$ cat src/pcr_defs.svh
// Constants for the pad control and register block map.
// Assumes inclusion by bare name from the package and the design module.
`ifndef PCR_DEFS_SVH
`define PCR_DEFS_SVH

`define PCR_OFF_PULL        9'h00C
`define PCR_OFF_DRIVE       9'h00D
`define PCR_OFF_BASE        9'h011

`define PCR_MASK_PULL       8'hD3
`define PCR_MASK_DRIVE      8'h6B
`define PCR_MASK_BASE       8'hF9

`define PCR_RST_PULL        8'hD0
`define PCR_RST_DRIVE       8'h00
`define PCR_RST_BASE        8'h00

`define PCR_PU_H            7
`define PCR_PU_G            6
`define PCR_PU_E            4
`define PCR_PU_B            1
`define PCR_PU_A            0

`define PCR_LD_H            6
`define PCR_LD_G            5
`define PCR_LD_E            3
`define PCR_LD_B            1
`define PCR_LD_A            0

`define PCR_BASE_HI         7
`define PCR_BASE_LO         3
`define PCR_STOP_BIT        0

`define PCR_ADDR_BLK_HI     15
`define PCR_ADDR_BLK_LO     11
`define PCR_ADDR_WIN_HI     10
`define PCR_ADDR_WIN_LO     9
`define PCR_ADDR_OFF_HI     8

`define PCR_E_PULL_PINS     8'h8F
`define PCR_WIN_LOW         2'h0
`define PCR_SEL_RESET       1'h0
`define PCR_SYNC_RESET      3'h0
`define PCR_RDATA_IDLE      8'h00
`define PCR_DIR_UP          1'b1
`define PCR_DIR_DOWN        1'b0

`endif

$ cat src/pcr_pkg.sv
// Types shared by the pad control block and its surroundings.
// Assumes pcr_defs.svh is on the include path.
`include "pcr_defs.svh"

package pcr_pkg;

  typedef struct packed {
    logic [7:0] h;
    logic [7:0] g;
    logic [7:0] e;
    logic [7:0] b;
    logic [7:0] a;
  } pcr_dir_t;

  typedef struct packed {
    logic [7:0] pull_en;
    logic       pull_up;
    logic       low_drive;
  } pcr_pad_t;

endpackage : pcr_pkg

$ cat src/pcr_pad_regs.sv
// Pad pull and drive control registers plus the relocatable register block decoder.
// Assumes a CPU bus on i_sys_clk, port direction bits from the port logic on the same clock,
// and the two pull-select pins arriving asynchronously from the package.
// The pad outputs feed the pad ring directly; the port logic applies them to the pins.
//
// Function
// RL1 - Software moves the register block to any 2K boundary via base bits.
// RL2 - Block is selected only when address bits 15 to 11 equal base bits.
// RL3 - Only the lowest 512 bytes of the 2K window belong to the block.
// RL4 - After reset the base is zero, so address zero starts the map.
// RL5 - One software pull enable bit per port group in the pull register.
// RL6 - One reduced drive bit per port group; cleared means full drive.
// RL7 - Enabled port G pulls go up when its select pin is high, else down.
// RL8 - Enabled port H pulls go up when its select pin is high, else down.
// RL9 - Small package holds the port G select high internally.
// RL10 - Small package holds the port H select low internally.
// RL11 - A pin programmed as output never gets its pull, whatever the enable; the registered pad drops it one cycle after the direction change.
// RL12 - Reset enables E, G, H pulls, disables A, B, clears all drive bits.
// RL13 - Pull bits H,G,E,B,A at 7,6,4,1,0; drive bits at 6,5,3,1,0.
`include "pcr_defs.svh"

module pcr_pad_regs
  import pcr_pkg::*;
#(
  parameter bit SMALL_PACKAGE = 1'b0
) (
  input  wire logic       i_sys_clk,
  input  wire logic       i_reset,
  input  wire logic [15:0] i_addr,
  input  wire logic [7:0] i_wdata,
  input  wire logic       i_wr,
  input  wire logic       i_rd,
  output logic      [7:0] o_rdata,
  output logic            o_block_hit,
  input  wire logic       i_port_g_pull_select_pin,
  input  wire logic       i_port_h_pull_select_pin,
  input  wire pcr_dir_t   i_dir,
  output pcr_pad_t        o_pad_a,
  output pcr_pad_t        o_pad_b,
  output pcr_pad_t        o_pad_e,
  output pcr_pad_t        o_pad_g,
  output pcr_pad_t        o_pad_h,
  output logic      [4:0] o_register_block_base,
  output logic            o_map_stop_in_wait
);

  logic [7:0] pull_enable_control;
  logic [7:0] drive_strength_control;
  logic [7:0] register_block_base;
  logic [8:0] offset;
  logic       blk_match;
  logic       win_low;
  logic       wr_pull;
  logic       wr_drive;
  logic       wr_base;
  logic       rd_hit;
  logic [7:0] next_rdata;
  logic [2:0] g_sync;
  logic [2:0] h_sync;
  logic       g_level;
  logic       h_level;
  logic       g_up;
  logic       h_up;
  pcr_pad_t   next_pad_a;
  pcr_pad_t   next_pad_b;
  pcr_pad_t   next_pad_e;
  pcr_pad_t   next_pad_g;
  pcr_pad_t   next_pad_h;

  // The decode is combinational so a strobe is taken in its own cycle, never stalled.
  assign offset      = i_addr[`PCR_ADDR_OFF_HI:0];
  assign blk_match   = (i_addr[`PCR_ADDR_BLK_HI:`PCR_ADDR_BLK_LO] ==
                        register_block_base[`PCR_BASE_HI:`PCR_BASE_LO]); // see RL2
  assign win_low     = (i_addr[`PCR_ADDR_WIN_HI:`PCR_ADDR_WIN_LO] == `PCR_WIN_LOW); // see RL3
  assign o_block_hit = blk_match && win_low;

  assign o_register_block_base = register_block_base[`PCR_BASE_HI:`PCR_BASE_LO];
  assign o_map_stop_in_wait    = register_block_base[`PCR_STOP_BIT];

  // Offsets other than the three registers match no strobe, so their writes are lost.
  assign wr_pull  = i_wr && o_block_hit && (offset == `PCR_OFF_PULL);
  assign wr_drive = i_wr && o_block_hit && (offset == `PCR_OFF_DRIVE);
  assign wr_base  = i_wr && o_block_hit && (offset == `PCR_OFF_BASE);
  assign rd_hit   = i_rd && o_block_hit;

  // Unimplemented bits are masked on write so they always read back as zero.
  always_ff @(posedge i_sys_clk) begin
    if (i_reset) begin
      pull_enable_control <= `PCR_RST_PULL; // see RL12
    end else if (wr_pull) begin
      pull_enable_control <= i_wdata & `PCR_MASK_PULL; // see RL5
    end
  end

  always_ff @(posedge i_sys_clk) begin
    if (i_reset) begin
      drive_strength_control <= `PCR_RST_DRIVE; // see RL12
    end else if (wr_drive) begin
      drive_strength_control <= i_wdata & `PCR_MASK_DRIVE; // see RL6
    end
  end

  // A write to the base takes effect at once; the next access must use the new window.
  always_ff @(posedge i_sys_clk) begin
    if (i_reset) begin
      register_block_base <= `PCR_RST_BASE; // see RL4
    end else if (wr_base) begin
      register_block_base <= i_wdata & `PCR_MASK_BASE; // see RL1
    end
  end

  always_comb begin
    if (!rd_hit) begin
      next_rdata = `PCR_RDATA_IDLE;
    end else if (offset == `PCR_OFF_PULL) begin
      next_rdata = pull_enable_control;
    end else if (offset == `PCR_OFF_DRIVE) begin
      next_rdata = drive_strength_control;
    end else if (offset == `PCR_OFF_BASE) begin
      next_rdata = register_block_base;
    end else begin
      next_rdata = `PCR_RDATA_IDLE;
    end
  end

  // Read data stand for the one cycle after the strobe and are zero otherwise.
  always_ff @(posedge i_sys_clk) begin
    if (i_reset) begin
      o_rdata <= `PCR_RDATA_IDLE;
    end else begin
      o_rdata <= next_rdata;
    end
  end

  // Only the first stage may go metastable; nothing but the second stage reads it.
  always_ff @(posedge i_sys_clk) begin
    if (i_reset) begin
      g_sync <= `PCR_SYNC_RESET;
    end else begin
      g_sync <= {g_sync[1:0], i_port_g_pull_select_pin};
    end
  end

  // A level is accepted only once two later stages agree, which rejects single glitches.
  always_ff @(posedge i_sys_clk) begin
    if (i_reset) begin
      g_level <= `PCR_SEL_RESET;
    end else if (g_sync[2] == g_sync[1]) begin
      g_level <= g_sync[1];
    end
  end

  always_ff @(posedge i_sys_clk) begin
    if (i_reset) begin
      h_sync <= `PCR_SYNC_RESET;
    end else begin
      h_sync <= {h_sync[1:0], i_port_h_pull_select_pin};
    end
  end

  always_ff @(posedge i_sys_clk) begin
    if (i_reset) begin
      h_level <= `PCR_SEL_RESET;
    end else if (h_sync[2] == h_sync[1]) begin
      h_level <= h_sync[1];
    end
  end

  // The small package ties both select inputs inside, so the pin levels are ignored there.
  always_comb begin
    if (SMALL_PACKAGE) begin
      g_up = `PCR_DIR_UP; // see RL9
    end else begin
      g_up = g_level; // see RL7
    end
  end

  always_comb begin
    if (SMALL_PACKAGE) begin
      h_up = `PCR_DIR_DOWN; // see RL10
    end else begin
      h_up = h_level; // see RL8
    end
  end

  // A pin driven as an output loses its pull at the pad one cycle after the direction change, whatever the enable says.
  always_comb begin
    next_pad_a           = '0;
    next_pad_a.pull_en   = {8{pull_enable_control[`PCR_PU_A]}} & ~i_dir.a; // see RL11
    next_pad_a.pull_up   = `PCR_DIR_UP;
    next_pad_a.low_drive = drive_strength_control[`PCR_LD_A]; // see RL13
  end

  always_comb begin
    next_pad_b           = '0;
    next_pad_b.pull_en   = {8{pull_enable_control[`PCR_PU_B]}} & ~i_dir.b; // see RL11
    next_pad_b.pull_up   = `PCR_DIR_UP;
    next_pad_b.low_drive = drive_strength_control[`PCR_LD_B]; // see RL13
  end

  // Three port E pins have no pull device at all, so their enables stay low.
  always_comb begin
    next_pad_e           = '0;
    next_pad_e.pull_en   = {8{pull_enable_control[`PCR_PU_E]}} & ~i_dir.e &
                           `PCR_E_PULL_PINS; // see RL11
    next_pad_e.pull_up   = `PCR_DIR_UP;
    next_pad_e.low_drive = drive_strength_control[`PCR_LD_E]; // see RL13
  end

  always_comb begin
    next_pad_g           = '0;
    next_pad_g.pull_en   = {8{pull_enable_control[`PCR_PU_G]}} & ~i_dir.g; // see RL11
    next_pad_g.pull_up   = g_up; // see RL7
    next_pad_g.low_drive = drive_strength_control[`PCR_LD_G]; // see RL13
  end

  always_comb begin
    next_pad_h           = '0;
    next_pad_h.pull_en   = {8{pull_enable_control[`PCR_PU_H]}} & ~i_dir.h; // see RL11
    next_pad_h.pull_up   = h_up; // see RL8
    next_pad_h.low_drive = drive_strength_control[`PCR_LD_H]; // see RL13
  end

  // Pad controls are registered so the pads never see decode glitches.
  // The cost is one cycle of delay after a register write or a direction change.
  always_ff @(posedge i_sys_clk) begin
    if (i_reset) begin
      o_pad_a <= '0;
    end else begin
      o_pad_a <= next_pad_a;
    end
  end

  always_ff @(posedge i_sys_clk) begin
    if (i_reset) begin
      o_pad_b <= '0;
    end else begin
      o_pad_b <= next_pad_b;
    end
  end

  always_ff @(posedge i_sys_clk) begin
    if (i_reset) begin
      o_pad_e <= '0;
    end else begin
      o_pad_e <= next_pad_e;
    end
  end

  always_ff @(posedge i_sys_clk) begin
    if (i_reset) begin
      o_pad_g <= '0;
    end else begin
      o_pad_g <= next_pad_g;
    end
  end

  always_ff @(posedge i_sys_clk) begin
    if (i_reset) begin
      o_pad_h <= '0;
    end else begin
      o_pad_h <= next_pad_h;
    end
  end

endmodule : pcr_pad_regs

$ cat config.mk
export PLATFORM = sky130hd
export DESIGN_NAME = pcr_pad_regs
export DESIGN_NICKNAME = d
export VERILOG_FILES = /design/src/pcr_pkg.sv /design/src/pcr_pad_regs.sv
export VERILOG_INCLUDE_DIRS = /design/src
export SDC_FILE = /design/constraint.sdc
export NUM_CORES = 1
export LEC_CHECK = 0
export ABC_AREA = 1
export BUFFER_PORTS_ARGS = -buffer_cell sky130_fd_sc_hd__buf_2
export CAP_MARGIN = 0
export CORE_MARGIN = 4
export CORE_UTILIZATION = 48
export CTS_CLUSTER_SIZE = 12
export DETAILED_ROUTE_END_ITERATION = 7
export PLACE_DENSITY = 0.95
export SYNTH_ARGS = -nofsm -noshare
export SYNTH_HDL_FRONTEND = slang
export SYNTH_SLANG_ARGS = --single-unit
$ cat constraint.sdc
create_clock -name i_sys_clk -period 1.9 [get_ports i_sys_clk]
set_input_delay 0.095 -clock i_sys_clk [delete_from_list [all_inputs] [get_ports i_sys_clk]]
set_output_delay 0.095 -clock i_sys_clk [all_outputs]
set_load 0.01 [all_outputs]
==> impl_metrics.ini, run 1 <==
[outcome]
outcome = complete, no violations

[sta]
tns_ns = 0
timing.final.crit_share_pct = 86.9
skew_ns = 0.00845
relSlewSlack_pct = 61.7
hold_viol = 0
worst_slew_pin_slew_ns = 0.572
fin_crit_ns = 1.65
maxSlewViolCount = 0
setup_viol = 0
rsz0062_at_grt = false
hold_slack_ns = 0.0272
fmaxAchievable_ghz = 0.605

[yosys]
yosysTopAreaCell = dfxtp_1
synth.distinct_cells = 26
ys_ff_latch = 76
synthAdderAreaFrac_pct = 0
yosys-top-cells-area = dfxtp_1, nor2_1, nand2_1
synth.area.mux_share_pct = 0
synth_compound_area_share_pct = 2.09
synthSimpleGateAreaFrac_pct = 31.2
synthXorXnorAreaFrac_pct = 0
synth_cells = 323
avgSynthCellArea_um2 = 8.15
synth_warnings = 0
synth_top_family_by_area = simple AND/OR/NAND/NOR gates
ys_seq_area_share_pct = 57.8
synth_top_cell_area_share_pct = 57.8
syn_area_mm2 = 0.00263

[floorplan]
dieArea_mm2 = 0.00673
die_h_um = 82.0
die_w_um = 82.0
num_rows = 26
start_util_pct = 50.6
fp.coreArea_mm2 = 0.00520
ioPinCount = 135

[placement]
place_inst = 511
dp_hpwl_um = 4890
place_congestion = 0.834
numPortBuffers = 126

[power]
power_density_mw_per_mm2 = 783
p_leak_uw = 0.00198
peakVddDrop_mv = 0.539

[final_layout]
drive_gt1_share_pct = 32.9
diodes = 0
final_common_cell = buf_2
mostFrequentLayoutCells = buf_2, nor2_1, dfxtp_1
nNetsFinal = 564
area_growth_pct = 47.8
layoutNonFillerInstCount = 568

[critical_path]
arrival_ns = 1.56
cp_cell_sequence = inv_2 > nand2_1 > nand2_2 > nor2_4 > nand2_2 > nor2_8 > buf_2
crit_fanout = 16
cpMostUsedCell = nand2_2
cp.required_ns = 1.80
path_class = flip-flop to primary output
max_stage_delay_ns = 0.42
cp-start-kind = flip-flop
cp-end-kind = primary output
slowest_stage = dfxtp_1

[grt]
antenna_found_initial = 0
grt_max_degree = 26
track_usage_pct = 22.5
grt_pass1_vias = 2601
gr-total-overflow = 0
grt_pass1_wl_um = 11500

[route]
first_pass_iters = 4
drt_iter0_drc = 103
via_per_inst = 4.63
antenna_left = 0
routed_wl_um = 7320
wl_per_cell_um = 12.9
vias = 2632
drc_errors = 0

[clocking]
cts_buffer_depth = 2
clock_sinks = 76
clock_latency_ns = 0.33
postCtsSetupRepairBufs = 0
clock-root-buffer = clkbuf_8
cts.clk_slew.worst_paths_ns = 0.08
cts_made_buffers = 9
h-tree-depth = 3
tritoncts = built

[flow_run]
cap_violations = 0

[worst_hold_path]
hp-class = primary input to flip-flop
==> worst max-delay path, delay by kind of cell, from the launching register on <==
family	cells	cell delay [ns]
buf+inv	2	0.22
simple gates	5	0.58
flops	1	0.42
==> routing by layer <==
metal,share of wire (%),GRT usage [%],vias to the layer above
met2,51,40.8,131
met4,2.4,10.6,0
met3,11,6.69,21
met5,0,0,-
met1,36,23.6,1162
li1,-,-,1318
==> through the flow <==
step / instance area [µm²] / util, % / setup WS (ns) / power (µW)
global placement: 3290 / 63.2 / 0.481 / 1860
finish: 3890 / 74.7 / 0.248 / 3050
floorplan: 2640 / - / 0.553 / 1760
detailed placement: 3290 / 63.2 / 0.409 / 1870
CTS: 3890 / 74.7 / 0.230 / 3060
global route: 3890 / 74.7 / 0.117 / 3160
==> worst paths after layout <==
check / startpoint / to / slack, ns / cells past startpoint
setup / recovery: register_block_base[4] / o_block_hit / 0.25 / 7
hold / removal: i_rd / o_rdata[4] / 0.03 / 3
setup reg to reg: register_block_base[4] / pull_enable_control[6] / 0.40 / 9
hold reg to reg: g_sync[0] / g_sync[1] / 0.40 / 2
==> synth_stat cells, drive strengths merged <==
cell type	instances
o31ai	1
nand2	56
o22ai	2
nor3	5
dfxtp	76
nor3b	1
nand4	16
buf	9
nor2	98
clkbuf	2
o21ai	3
a21oi	4
inv	42
nand3	7
conb	1
==> what timing repair did <==
action,4_1_cts,5_1_grt
hold buffers,42,0
endpoints found under the setup margin,0,0
resized for setup,0,0
hold endpoints to repair,42,0
==> registers in the layout (all words and copies together) (netlist names) <==
signal                  cells
h_level                     1
g_level                     1
o_pad_a                    10
o_rdata                     7
g_sync                      3
h_sync                      3
o_pad_e                     6
pull_enable_control         5
drive_strength_control      5
o_pad_g                    10
o_pad_h                    10
o_pad_b                     9
register_block_base         6
==> power breakdown <==
part | leakage, µW | switching [µW] | internal, µW | total (µW)
registers | 0.000619 | 8.44 | 1620 | 1630
clock network | 0.0000959 | 548 | 595 | 1140
logic | 0.00126 | 128 | 143 | 271
==> final cells by class <==
| class | count | area (µm²) |
|---|---|---|
| Clock buffer | 10 | 128 |
| Clock inverter | 5 | 53.8 |
| Fill cell | 390 | 1320 |
| Inverter | 42 | 158 |
| Multi-Input combinational cell | 197 | 891 |
| Sequential cell | 76 | 1520 |
| Tap cell | 70 | 87.6 |
| Timing Repair Buffer | 168 | 1050 |
==> cells by family after synthesis <==
logic type      count (synthesis)
simple gates                  183
flops                          76
buf+inv                        53
compound gates                 10
other cells                     1
Note: power is estimated with default switching activity, not from simulation.
==> run 2, diff against run 1 <==
Settings changed: CORE_ASPECT_RATIO set to 1.75, SLEW_MARGIN set to 10.
==> run 2 against run 1 <==
  * Power grew 7.0%
  * Global-route usage grew 1.9 points
  * Largest cell class unchanged
  * Non-clock buffer count is the same
  * Wire length grew 8.7%
  * Final area grew 1.3%
  * Sequential share of layout area shrank 0.48 points
  * Final cell count grew 0.88%
  * Via count grew 0.61%
  * Largest power group unchanged
  * Clock power grew 18%
  * Sequential power is essentially flat
  * Combinational power grew 2%
  * Die area grew 0.69%
==> impl_metrics.ini, run 2 (synthesized netlist as in run 1, its figures left out) <==
[critical_path]
reg2reg_slack_ns = 0.32
crit_fanout = 16
cp-start-kind = flip-flop
cp.required_ns = 1.80
arrival_ns = 1.61
path_class = flip-flop to primary output
crit_path_end = o_block_hit
cp-end-kind = primary output
ff2ff_path_depth = 9
r2r_end = pull_enable_control[6]
r2r_start = register_block_base[5]
cp-startpoint = register_block_base[5]

[floorplan]
num_rows = 35
start_util_pct = 49.7
fp.coreArea_mm2 = 0.00530
dieArea_mm2 = 0.00678
die_w_um = 64.0
die_h_um = 106
ioPinCount = 135

[clocking]
cts.clk_slew.worst_paths_ns = 0.08
clock_sinks = 76
cts_resized = 0
postCtsSetupRepairBufs = 0
tritoncts = built
clock-root-buffer = clkbuf_8
h-tree-depth = 3
cts_buffer_depth = 2
cts_made_buffers = 9
clock_latency_ns = 0.34

[grt]
grt_pass1_vias = 2650
track_usage_pct = 24.4
grt_pass1_wl_um = 12500
gr-total-overflow = 0
grt_max_degree = 26
antenna_found_initial = 0

[final_layout]
drive_gt1_share_pct = 33.3
seq_area_mm2 = 0.00152
multi_input_area_um2 = 891
final_common_cell = buf_2
final.fill_count = 367
area_growth_pct = 49.7
mostFrequentLayoutCells = buf_2, nor2_1, dfxtp_1
reg_top3 = o_pad_a: 10 flops, o_pad_g: 10 flops, o_pad_h: 10 flops
nNetsFinal = 564
diodes = 0

[sta]
tns_ns = 0
worst_slew_pin_slew_ns = 0.575
timing.final.crit_share_pct = 89.6
maxSlewViolCount = 0
setup_viol = 0
hold_viol = 0
relSlewSlack_pct = 61.5
fin_crit_ns = 1.70
fmaxAchievable_ghz = 0.587
rsz0062_at_grt = false
skew_ns = 0.00812

[route]
routed_wl_um = 7950
drt_iter0_drc = 119
first_pass_iters = 4
via_per_inst = 4.62
vias = 2648
antenna_left = 0
wl_per_cell_um = 13.9
drc_errors = 0

[power]
p_leak_uw = 0.00200
power.switching_uw = 719
p_sw_share_pct = 22.1
total_power_uw = 3260
p_clk_share_pct = 41.4
peakVddDrop_mv = 0.645
p_int_uw = 2540
combPwrFrac_pct = 8.5
power_density_mw_per_mm2 = 828
power_frac_seq_pct = 50.1

[worst_hold_path]
hp-class = primary input to flip-flop

[outcome]
outcome = complete, no violations

[placement]
numPortBuffers = 126
dp_hpwl_um = 5160
place_congestion = 0.884

[flow_run]
cap_violations = 0
==> run 2: cell count changes in the layout (fill, tap and decap cells not counted) <==
cell / before / now
clkinv_4: 1 / 2
clkinv_2: 3 / 2
clkbuf_8: 9 / 10
bufinv_16: 1 / 2
clkbuf_1: 1 / 0
==> run 2: area by class of cell <==
type / instances / share of cell area, %
flip-flops and latches: 76 / 38.6
repair buffers: 168 / 26.7
multi-input cells: 197 / 22.6
inverters: 42 / 4.00
clock buffers: 10 / 3.49
well taps: 74 / 2.35
clock inverters: 6 / 2.22
==> run 2: stage by stage <==
step	util [%]	worst slack, ns	hold slack, ns	area (µm²)	instances
after floorplan	-	0.553	0.166	2640	326
after global placement	62.1	0.451	0.250	3290	515
after detailed placement	62.1	0.359	0.254	3290	515
final	74.3	0.198	0.0414	3940	573
after global routing	74.3	0.0657	0.0237	3940	573
after CTS	74.3	0.197	0.0176	3940	573
==> run 2: power by group through the flow <==
stage / Combinational, µW / Sequential [µW] / Clock (µW)
after floorplan: 80.5 / 1680 / 0
final: 277 / 1630 / 1350
after global routing: 303 / 1630 / 1470
after CTS: 269 / 1630 / 1380
after detailed placement: 201 / 1670 / 0
after global placement: 194 / 1670 / 0
==> run 2: critical path, cell delays in order, from the launching register on <==
cell,delay (ns)
dfxtp_1,0.37
inv_1,0.10
nand2_1,0.08
nand2_1,0.08
nor2_4,0.12
nand2_2,0.10
nor2_8,0.23
buf_2,0.18
==> run 2: repair_timing <==
action | CTS | global route
endpoints found under the setup margin | 0 | 0
hold endpoints to repair | 42 | 0
hold buffers | 42 | 0
==> run 2: worst min path at each step <==
stage | depth (start not counted) | slack (ns) | end | startpoint
5_1_grt | 3 | 0.02 | o_rdata[4] | i_rd
4_1_cts | 3 | 0.02 | o_rdata[4] | i_rd
3_3_place_gp | 2 | 0.25 | o_pad_b[9] | i_dir[15]
3_5_place_dp | 2 | 0.25 | o_pad_g[9] | i_dir[31]
2_1_floorplan | 1 | 0.17 | o_pad_h[1] | i_reset
6_report | 3 | 0.04 | o_rdata[4] | i_rd
==> run 2: per-layer routing <==
layer	GRT usage [%]	up-vias	wire (µm)
met5	0	-	0
li1	-	1322	-
met1	24.4	1174	2790
met2	43.2	125	4290
met3	6.87	27	539
met4	15.5	0	338
